$ cat src/hw/rivp_pkg.sv
package rivp_pkg;

	localparam int unsigned NUM_SRC = 25;
	localparam int unsigned IDX_W = 5;
	localparam int unsigned ADDR_W = 16;
	localparam int unsigned PADDR_W = 12;

	// Register byte offsets
	localparam logic [11:0] CTRL_OFS = 12'h000;
	localparam logic [11:0] STATUS_OFS = 12'h004;
	localparam logic [11:0] MASK_OFS = 12'h008;
	localparam logic [11:0] VECTOR_OFS = 12'h00C;

	// Control fields
	localparam int unsigned CTRL_SEL_BIT = 0;
	localparam int unsigned CTRL_WIDE_BIT = 1;
	localparam logic [1:0] CTRL_RST = 2'h2;
	localparam logic [24:0] STATUS_RST = 25'h0000000;
	localparam logic [24:0] MASK_RST = 25'h0000000;

	// Vector placement
	localparam logic [15:0] RESET_VEC = 16'h0000;
	localparam logic [15:0] BOOT_START_NARROW = 16'h0C00;
	localparam logic [15:0] BOOT_START_WIDE = 16'h1C00;
	localparam logic FUSE_UNPROGRAMMED = 1'b1;

	typedef enum logic [2:0] {
		RIVP_ST_RESET = 3'b001,
		RIVP_ST_IDLE  = 3'b010,
		RIVP_ST_OFFER = 3'b100
	} rivp_state_e;

endpackage

$ cat src/hw/rivp_vector_gen.sv
// Behaviour
// Every reset cause fetches 0x0000 when unprogrammed
// Wide layout: sources two words apart from 0x0002
// Timer vectors 0x000E to 0x0020 in order
// Remaining vectors to 0x0032, 26 in total
// Programmed fuse resets to boot loader start
// Table select adds boot start to offsets
// Narrow layout: boot 0xC00, handlers 0xC01-0xC19
// Software sets table select before enabling sources
// Vector offered only for a taken interrupt
// Fuse 1 unprogrammed, 0 programmed
// Lowest pending vector number wins
//
// Implementation choices: the placing of the registers and the APB slave port.
`timescale 1ns/1ps
`default_nettype none
module rivp_vector_gen
(
	input  wire logic                  clock,
	input  wire logic                  srst,
	input  wire logic                  psel,
	input  wire logic                  penable,
	input  wire logic                  pwrite,
	input  wire logic [11:0]           paddr,
	input  wire logic [31:0]           pwdata,
	output logic      [31:0]           prdata,
	output logic                       pready,
	output logic                       pslverr,
	input  wire logic                  boot_reset_fuse,
	input  wire logic                  core_int_enable,
	input  wire logic [24:0]           irq_src,
	output logic                       vector_valid,
	output logic                       vector_is_reset,
	output logic      [15:0]           vector_addr,
	input  wire logic                  vector_ack,
	output logic                       irq
);

	logic        [1:0]  ctrl_r;
	logic        [24:0] status_r;
	logic        [24:0] mask_r;
	logic        [15:0] last_vec_r;
	logic        [31:0] prdata_r;
	logic               fuse_r;
	logic        [4:0]  idx_r;
	logic        [15:0] addr_r;
	rivp_pkg::rivp_state_e state_r;

	logic               setup_ph;
	logic               wr_en;
	logic               mapped;
	logic        [24:0] eligible;
	logic        [24:0] w1c;
	logic        [24:0] taken;
	logic        [4:0]  win_idx;
	logic               win_any;
	logic        [15:0] boot_start;
	logic        [15:0] reset_addr;
	logic        [15:0] win_addr;

	assign setup_ph = psel && !penable;
	assign wr_en = psel && penable && pwrite;
	assign mapped = (paddr == rivp_pkg::CTRL_OFS)
		|| (paddr == rivp_pkg::STATUS_OFS)
		|| (paddr == rivp_pkg::MASK_OFS)
		|| (paddr == rivp_pkg::VECTOR_OFS);
	assign pready = 1'b1;
	assign pslverr = psel && penable && !mapped;
	assign prdata = prdata_r;

	// Only sources software enabled and the core accepts may be fetched
	assign eligible = status_r & mask_r & {25{core_int_enable}};
	assign irq = |(status_r & mask_r);

	always_comb
	begin
		win_idx = 5'h00;
		win_any = 1'b0;
		for (int i = rivp_pkg::NUM_SRC - 1; i >= 0; i--)
		begin
			if (eligible[i])
			begin
				win_idx = i[4:0];
				win_any = 1'b1;
			end
		end
	end

	// Wide parts place the boot section higher than narrow ones
	assign boot_start = ctrl_r[rivp_pkg::CTRL_WIDE_BIT]
		? rivp_pkg::BOOT_START_WIDE : rivp_pkg::BOOT_START_NARROW;

	assign reset_addr = (fuse_r == rivp_pkg::FUSE_UNPROGRAMMED)
		? rivp_pkg::RESET_VEC : boot_start;

	always_comb
	begin
		logic [15:0] ofs;
		ofs = 16'h0000;
		ofs = {11'h000, win_idx} + 16'h0001;
		if (ctrl_r[rivp_pkg::CTRL_WIDE_BIT])
			ofs = {ofs[14:0], 1'b0};
		if (ctrl_r[rivp_pkg::CTRL_SEL_BIT])
			win_addr = boot_start + ofs;
		else
			win_addr = ofs;
	end

	// Fuse is a strap: caught while reset holds, kept after release
	always_ff @(posedge clock)
	begin
		if (srst)
			fuse_r <= boot_reset_fuse;
	end

	always_ff @(posedge clock)
	begin
		if (srst)
			ctrl_r <= rivp_pkg::CTRL_RST;
		else if (wr_en && paddr == rivp_pkg::CTRL_OFS)
			ctrl_r <= pwdata[1:0];
	end

	always_ff @(posedge clock)
	begin
		if (srst)
			mask_r <= rivp_pkg::MASK_RST;
		else if (wr_en && paddr == rivp_pkg::MASK_OFS)
			mask_r <= pwdata[24:0];
	end

	assign w1c = (wr_en && paddr == rivp_pkg::STATUS_OFS)
		? pwdata[24:0] : 25'h0000000;
	assign taken = (state_r == rivp_pkg::RIVP_ST_OFFER && vector_ack
		&& eligible[idx_r]) ? (25'h0000001 << idx_r) : 25'h0000000;

	// New events win over a clear in the same cycle
	always_ff @(posedge clock)
	begin
		if (srst)
			status_r <= rivp_pkg::STATUS_RST;
		else
			status_r <= (status_r & ~(w1c | taken)) | irq_src;
	end

	always_ff @(posedge clock)
	begin
		if (srst)
			prdata_r <= 32'h00000000;
		else if (setup_ph && !pwrite)
		begin
			unique case (paddr)
				rivp_pkg::CTRL_OFS:   prdata_r <= {30'h00000000, ctrl_r};
				rivp_pkg::STATUS_OFS: prdata_r <= {7'h00, status_r};
				rivp_pkg::MASK_OFS:   prdata_r <= {7'h00, mask_r};
				rivp_pkg::VECTOR_OFS: prdata_r <= {16'h0000, last_vec_r};
				default:              prdata_r <= 32'h00000000;
			endcase
		end
	end

	// Reset vector offered first, then interrupts one at a time
	always_ff @(posedge clock)
	begin
		if (srst)
		begin
			state_r <= rivp_pkg::RIVP_ST_RESET;
			idx_r <= 5'h00;
			addr_r <= 16'h0000;
			last_vec_r <= 16'h0000;
		end
		else
		begin
			unique case (state_r)
				rivp_pkg::RIVP_ST_RESET:
				begin
					addr_r <= reset_addr;
					if (vector_ack)
					begin
						last_vec_r <= reset_addr;
						state_r <= rivp_pkg::RIVP_ST_IDLE;
					end
				end
				rivp_pkg::RIVP_ST_IDLE:
				begin
					if (win_any)
					begin
						idx_r <= win_idx;
						addr_r <= win_addr;
						state_r <= rivp_pkg::RIVP_ST_OFFER;
					end
				end
				rivp_pkg::RIVP_ST_OFFER:
				begin
					// Withdrawn if software cleared or masked it meanwhile
					if (!eligible[idx_r] || vector_ack)
						state_r <= rivp_pkg::RIVP_ST_IDLE;
					if (eligible[idx_r] && vector_ack)
						last_vec_r <= addr_r;
				end
			endcase
		end
	end

	assign vector_is_reset = (state_r == rivp_pkg::RIVP_ST_RESET);
	assign vector_valid = vector_is_reset
		|| (state_r == rivp_pkg::RIVP_ST_OFFER && eligible[idx_r]);
	assign vector_addr = vector_is_reset ? reset_addr : addr_r;

	// Helper for assertion checks
	logic [15:0] exp_ofs;
	assign exp_ofs = ctrl_r[rivp_pkg::CTRL_WIDE_BIT]
		? {10'h000, idx_r, 1'b0} + 16'h0002
		: {11'h000, idx_r} + 16'h0001;

	reset_unprog_a: assert property (@(posedge clock) disable iff (srst)
		vector_is_reset && fuse_r |-> vector_addr == 16'h0000)
		else $error("reset vector not at zero");

	reset_prog_a: assert property (@(posedge clock) disable iff (srst)
		vector_is_reset && !fuse_r |-> vector_addr == boot_start)
		else $error("reset vector not at boot start");

	wide_last_a: assert property (@(posedge clock) disable iff (srst)
		vector_valid && !vector_is_reset && idx_r == 5'h18
		&& ctrl_r == 2'h2 |-> vector_addr == 16'h0032)
		else $error("last wide vector misplaced");

	wide_timer_a: assert property (@(posedge clock) disable iff (srst)
		vector_valid && !vector_is_reset && idx_r == 5'h06
		&& ctrl_r == 2'h2 |-> vector_addr == 16'h000E)
		else $error("first timer vector misplaced");

	wide_offset_a: assert property (@(posedge clock) disable iff (srst)
		vector_valid && !vector_is_reset && ctrl_r == 2'h2
		|-> vector_addr == exp_ofs)
		else $error("wide vector offset wrong");

	narrow_boot_a: assert property (@(posedge clock) disable iff (srst)
		vector_valid && !vector_is_reset && ctrl_r == 2'h1
		|-> vector_addr >= 16'h0C01 && vector_addr <= 16'h0C19)
		else $error("relocated narrow vector out of range");

	relocate_a: assert property (@(posedge clock) disable iff (srst)
		vector_valid && !vector_is_reset && ctrl_r[0]
		|-> vector_addr == boot_start + exp_ofs)
		else $error("relocation base not added");

	// A take must retire its source, or the core would fetch it twice
	fetch_only_a: assert property (@(posedge clock) disable iff (srst)
		vector_valid && !vector_is_reset && vector_ack
		&& !irq_src[idx_r] |=> !status_r[$past(idx_r)])
		else $error("taken source still pending");

	no_offer_a: assert property (@(posedge clock) disable iff (srst)
		!core_int_enable |-> !vector_valid || vector_is_reset)
		else $error("vector offered while core disabled");

	vec_log_a: assert property (@(posedge clock) disable iff (srst)
		!(vector_valid && vector_ack) |=> $stable(last_vec_r))
		else $error("vector log moved without a fetch");

	fuse_hold_a: assert property (@(posedge clock) disable iff (srst)
		$fell(srst) |-> fuse_r == $past(boot_reset_fuse))
		else $error("fuse value not caught at reset");

	reset_first_a: assert property (@(posedge clock) disable iff (srst)
		$fell(srst) |-> vector_valid && vector_is_reset)
		else $error("reset vector not offered after reset");

	reset_hold_a: assert property (@(posedge clock) disable iff (srst)
		vector_is_reset && !vector_ack |=> vector_is_reset)
		else $error("reset vector withdrawn before fetch");

	lowest_win_a: assert property (@(posedge clock) disable iff (srst)
		state_r == rivp_pkg::RIVP_ST_IDLE && win_any
		|=> idx_r == $past(win_idx)
		&& ($past(eligible) & ((25'h0000001 << idx_r) - 25'h0000001))
		== 25'h0000000)
		else $error("higher vector chosen over lower");

	set_wins_a: assert property (@(posedge clock) disable iff (srst)
		irq_src[0] |=> status_r[0])
		else $error("event lost against clear");

	narrow_ofs_a: assert property (@(posedge clock) disable iff (srst)
		vector_valid && !vector_is_reset && ctrl_r == 2'h0
		|-> vector_addr == 16'h0001 + {11'h000, idx_r})
		else $error("narrow vector offset wrong");

	offer_stay_a: assert property (@(posedge clock) disable iff (srst)
		vector_valid && !vector_is_reset && !vector_ack
		|=> state_r == rivp_pkg::RIVP_ST_OFFER && $stable(addr_r))
		else $error("offer moved before fetch");

	w1c_clear_a: assert property (@(posedge clock) disable iff (srst)
		|(w1c & ~irq_src)
		|=> (status_r & $past(w1c) & ~$past(irq_src)) == 25'h0000000)
		else $error("status bit survived a clear");

	unmapped_a: assert property (@(posedge clock) disable iff (srst)
		psel && penable && !pwrite && !mapped
		|-> pslverr && prdata == 32'h00000000)
		else $error("unmapped read not refused");

	reset_fetch_c: cover property (@(posedge clock) disable iff (srst)
		vector_is_reset && vector_ack);
	relocated_c: cover property (@(posedge clock) disable iff (srst)
		vector_valid && !vector_is_reset && ctrl_r[0] && vector_ack);
	contend_c: cover property (@(posedge clock) disable iff (srst)
		win_any && $countones(eligible) > 1);
	narrow_c: cover property (@(posedge clock) disable iff (srst)
		vector_valid && !vector_is_reset && ctrl_r == 2'h0
		&& vector_ack);
	boot_reset_c: cover property (@(posedge clock) disable iff (srst)
		vector_is_reset && !fuse_r && vector_ack);

endmodule
`default_nettype wire

$ cat config.mk
export PLATFORM = sky130hd
export DESIGN_NAME = rivp_vector_gen
export DESIGN_NICKNAME = d
export VERILOG_FILES = /design/src/hw/rivp_pkg.sv /design/src/hw/rivp_vector_gen.sv
export SDC_FILE = /design/constraint.sdc
export NUM_CORES = 1
export LEC_CHECK = 0
export BUFFER_PORTS_ARGS = -buffer_cell sky130_fd_sc_hd__buf_2
export CAP_MARGIN = 20
export CELL_PAD_IN_SITES_DETAIL_PLACEMENT = 1
export CELL_PAD_IN_SITES_GLOBAL_PLACEMENT = 2
export CORE_AREA = 10 10 124 210
export DETAILED_ROUTE_END_ITERATION = 8
export DIE_AREA = 0 0 134 220
export HOLD_SLACK_MARGIN = 0.02
export PLACE_DENSITY = 0.69
export SYNTH_ARGS = -nofsm -noshare
export SYNTH_HDL_FRONTEND = slang
export SYNTH_SLANG_ARGS = --single-unit
$ cat constraint.sdc
create_clock -name clock -period 5.33 [get_ports clock]
set_clock_uncertainty 0.05 [all_clocks]
set_input_delay 0.7995 -clock clock [delete_from_list [all_inputs] [get_ports clock]]
set_output_delay 0.7995 -clock clock [all_outputs]
set_load 0.01 [all_outputs]
* After elaboration in Yosys (flattened, before gate mapping)
Cells that the tools add are included.
Word-level totals: register bits after elaboration 125, input bits 77, output and inout port bits 53
Cells by class: add/subtract/negate cells 2, magnitude comparators 1, equality and inequality tests 10, shift operators 1, multiplexer cells 69, bitwise operators 6, reduce and logical (&&, ||, !) cells 29
Operator list (count):
- 5-bit two-way mux | 25
- 25-bit one-hot mux with 4 select lines | 1
- 16-bit two-way mux | 5
- 25-bit bitwise AND | 3
- 16-bit one-hot mux with 2 select lines | 2
- 25-bit two-way mux | 2
- 25-bit OR | 2
- 1-bit two-way mux | 26
- 13-bit two-way mux | 2
- 25-bit NOT | 1
- 25-bit OR reduction | 1
- 1-bit by 5-bit left shift with 25-bit output, first input constant | 1
- 12-bit by 4-bit equality test with 1-bit output, second input constant | 2
- 13-bit by 16-bit adder with 16-bit output | 1
- 12-bit by 3-bit equality test with 1-bit output, second input constant | 1
- 1-bit logical AND | 12
- 12-bit zero test | 1
- 3-bit two-way mux | 3
- 3-bit one-hot mux with 3 select lines | 1
- 7-bit two-way mux | 1
- 5-bit by 1-bit adder with 6-bit output, second input constant | 1
- 5-bit by 6-bit less-than comparator with 1-bit output, second input constant | 1
- 2-bit inequality test, second input constant | 3
- 3-bit AND reduction | 2
- 9 further kinds | 18

* Depth between registers and ports, before layout
depth after elaboration 33, depth in mapped cells 11, mapped depth without buffers 11

* Worst setup path after synthesis
OpenSTA, ideal clock, no wires.
path kind input to output, start point in core_int_enable, end point out vector_valid, arrival 1.832 ns, setup slack 2.649 ns, stages on the path 7, path buffers 1, path through clkbuf_1 > nand3_1 > a21oi_1 > nand3_1 > nand2_1 > o211a_1 > or2_1
On the way: longest elaborated chain between the ends 5
Ends and longest elaborated chain:
- start, declared | line rivp_vector_gen.sv:30 | input wire logic core_int_enable,
- 25-bit bitwise AND | line rivp_vector_gen.sv:72 | assign eligible = status_r & mask_r & {25{core_int_enable}};
- 1-bit binary-select mux with 5-bit select | line rivp_vector_gen.sv:207 | || (state_r == rivp_pkg::RIVP_ST_OFFER && eligible[idx_r]);
- 1-bit two-way mux (implied by the code) | line rivp_vector_gen.sv:207
- 1-bit logical AND | line rivp_vector_gen.sv:207
- 1-bit logical OR | line rivp_vector_gen.sv:207
- end, declared | line rivp_vector_gen.sv:32 | output logic vector_valid,
Every way passes these cells. The select of a mux whose other input is x is not followed.

* Worst setup path after layout
start point reg idx_r[1], end point out vector_valid
On the way: longest elaborated chain between the ends 4
Ends and longest elaborated chain:
- start, declared | line rivp_vector_gen.sv:45 | logic [4:0] idx_r;
- start signal, assigned | line rivp_vector_gen.sv:188 | idx_r <= win_idx;
- 1-bit binary-select mux with 5-bit select | line rivp_vector_gen.sv:207
- 1-bit two-way mux (implied by the code) | line rivp_vector_gen.sv:207
- 1-bit logical AND | line rivp_vector_gen.sv:207
- 1-bit logical OR | line rivp_vector_gen.sv:207
Every way passes these cells. The select of a mux whose other input is x is not followed.

==> summary.txt <==
Clock network
  • Number of setup buffers added after CTS: 0
  • Hold buffer count at cts: 0
  • Clock root buffer: clkbuf_16
  • Total CTS buffers: 9
  • Clock tree sinks: 104
  • Clk_lat worst skew: 0.37 ns
  • Clock tree from TritonCTS: built
  • Clock-pin slew on the worst setup and hold paths: 0.07 ns
  • Clock buffer depth: 2
  • Post_cts resized: 0
  • H-tree depth: 3

Yosys
  • Syn avg cell area: 7.719 um^2
  • Ys Warns: 0
  • Mapped cell area: 5519 um^2
  • Synth Register Bits: 104
  • Number of flops mapped to enable cells by yosys: 1
  • Top_reg_cell synth: dfxtp_1
  • Mapped Cells: 715
  • Fraction of registers with async set/reset: 0%
  • Sequential-to-total area share from yosys stat: 37.91%
  • Cell variety after synth: 66

Floorplan
  • IO Pins: 130
  • Core ar.: 22,560 um^2
  • DIE AREA: 29,480 um^2
  • Die X: 134 um
  • # rows: 73
  • Initial Util: 24.46%
  • Die H: 220 um

Critical path
  • Setup CP Type: reg -> out
  • Worst path cell trace: buf_4 > and3b_1 > a311o_1 > a41oi_1 > nand2_1 > o211a_1 > or2_1 > buf_2
  • Crit path largest cell delay: 0.71 ns
  • Reg2Reg Launch Point: idx_r[1]
  • Req. time, crit path: 4.48 ns
  • Max FO, Critical Path: 15
  • Worst Path Buf+Inv: 2
  • Worst Setup End Kind: primary output
  • Critical path's slowest cell: dfxtp_1
  • Reg2Reg Setup Slack: 2.37 ns
  • Critical Path Source: idx_r[1]
  • Critical Path Source Type: flip-flop
  • Arrival time worst endpoint: 2.93 ns
  • Crit path max-delay family: compound AO/OA/AOI/OAI gates

Place
  • PortBufs: 108
  • GPL Wtd Cong: 0.8634
  • Hpwl dp: 17,350 um
  • Post-placement cell count: 1,081

Layout
  • Ant diodes: 0
  • Layout cells sized above 1: 19.70%
  • Non-filler instance count after layout: 1,097
  • Util after Layout: 29.10%
  • Area Growth Syn to Fin: 18.95%
  • Final #Nets: 871

Hold path
  • Hold Crit Start: addr_r[0]
  • Hold Path Class: reg -> reg

Timing
  • Setup TNS Final: 0 ns
  • Final hold slack: 0.4210 ns
  • Max frequency: 264.4 MHz
  • Unrepaired setup endpoints after global routing: false
  • Crit path time final: 3.782 ns
  • Final setup viols: 0
  • Slew margin rel.: 36.58%
  • Final Hold Fails: 0
  • Worst-Margin Slew: 0.9514 ns
  • Fin crit share: 70.95%
  • Slew Limit Fails: 0

Job
  • Maxcap violations: 0

Power
  • Leakage power: 2.443 nW
  • Total power: 0.001653 W
  • Cell Pwr Density: 251.8 nW/um^2
  • Worst vdd ir: 107.4 uV

Global routing
  • Largest net degree at the start of global routing: 56
  • Vias in the first global route: 5,819
  • First-pass GRT wire length: 34,340 um
  • Initial antenna violation count: 0
  • Grt ovf: 0
  • Gr usage total: 15.15%

Drt
  • DRC: 0
  • Number of nets with antenna violations after routing: 0
  • Detailed Routing Iterations Pass 1: 4
  • Final WL: 22,490 um
  • Vias post-DR: 5,511
  • Drt wl/cell: 20.50 um
  • DR iter-0 viols: 300
  • Vias per cell: 5.024

Status
  • Status: complete, no violations
[cells in the final DEF, fill, tap and decap left out, drive strengths merged, types with 3 or more instances in the layout]
cell type  instances
nand3b             4
conb              14
inv               13
a22oi             34
o21ai              9
buf              118
mux2i              5
dfxtp            103
nor2b              4
nand2            129
nor3              30
clkbuf            13
a22o               5
o311ai             3
nor4               3
nand2b            15
and2               9
nand4              3
o211ai            12
nor2              62
a32o               3
mux4               5
nor3b              7
mux2               7
nand3             27
a21oi             97
a31oi              5
a211oi            20
o211a              3
[logic make-up (layout without fill, tap and decap cells)]
family,after synthesis,count (layout),synth area share [%]
AOI/OAI and AO/OA,208,208,24.69
xor gates and xnor gates,1,1,0.1587
adders and majority gates,1,1,0.2267
buffers and inverters,76,146,6.643
DFF,104,104,37.91
muxes,17,17,4.376
other,2,14,0.1361
and+or+nand+nor,306,306,25.87
[stage by stage]
step                instance area [um^2]  setup WS, ns
global placement                    6237         1.919
CTS                                 6545         1.514
global route                        6565         1.323
detailed placement                  6237         1.925
finish                              6565         1.548
floorplan                           5564         2.649
[synthesized netlist by cell type (all sizes together), types with 3 or more instances]
cell | n | area [um^2]
and2 | 9 | 56.30
nand3b | 4 | 30.03
a22oi | 34 | 255.2
o211a | 3 | 37.54
nor3b | 7 | 52.55
o21ai | 9 | 45.04
mux2 | 7 | 78.83
nand2 | 129 | 484.2
nand2b | 15 | 93.84
mux4 | 5 | 112.6
inv | 13 | 48.80
mux2i | 5 | 50.05
o311ai | 3 | 33.79
nor3 | 30 | 155.1
clkbuf | 38 | 142.6
buf | 25 | 175.2
nor2 | 62 | 232.7
nand4 | 3 | 18.77
nor4 | 3 | 18.77
a32o | 3 | 30.03
a211oi | 20 | 155.1
nand3 | 27 | 135.1
o211ai | 12 | 90.09
a22o | 5 | 43.79
a31oi | 5 | 31.28
a21oi | 97 | 485.5
nor2b | 4 | 25.02
dfxtp | 103 | 2062
[routing by layer]
metal / part of all wire (%) / GRT usage [%]
met1: 38 / 15.62
met2: 57 / 29.72
met3: 2.8 / 2.508
met4: 1.9 / 5.280
met5: 0 / 0
[area by class of cell]
cell class / instances / area, um^2
fillers: 2795 / 16000
multi-input cells: 547 / 3110
flip-flops and latches: 104 / 2092
repair buffers: 118 / 630.6
well taps: 300 / 375.4
clock buffers: 13 / 270.3
inverters: 13 / 48.80
clock inverters: 2 / 37.54
[worst paths after layout]
kind | to | depth (start not counted)
setup / recovery | vector_valid | 8
hold / removal | last_vec_r[0] | 2
setup reg to reg | status_r[10] | 5
hold reg to reg | last_vec_r[0] | 2
[sequential cells by signal (all words and copies together), names as in the netlist]
register    flops
mask_r         25
prdata         25
status_r       25
addr_r          9
last_vec_r      9
idx_r           5
state_r         3
ctrl_r          2
fuse_r          1
[tightest hold or removal path, delay by kind of cell, from the launching register on]
family	cells	cell delay [ns]
AOI/OAI and AO/OA	1	0.06
DFF	1	0.31
and+or+nand+nor	1	0.06
[report_power, final]
part           total, W  internal, W  switching, W
clock network  0.000709     0.000401      0.000308
registers      0.000818     0.000795     0.0000236
logic          0.000126    0.0000471     0.0000789
No activity file was read; power rests on OpenSTA's default activity.
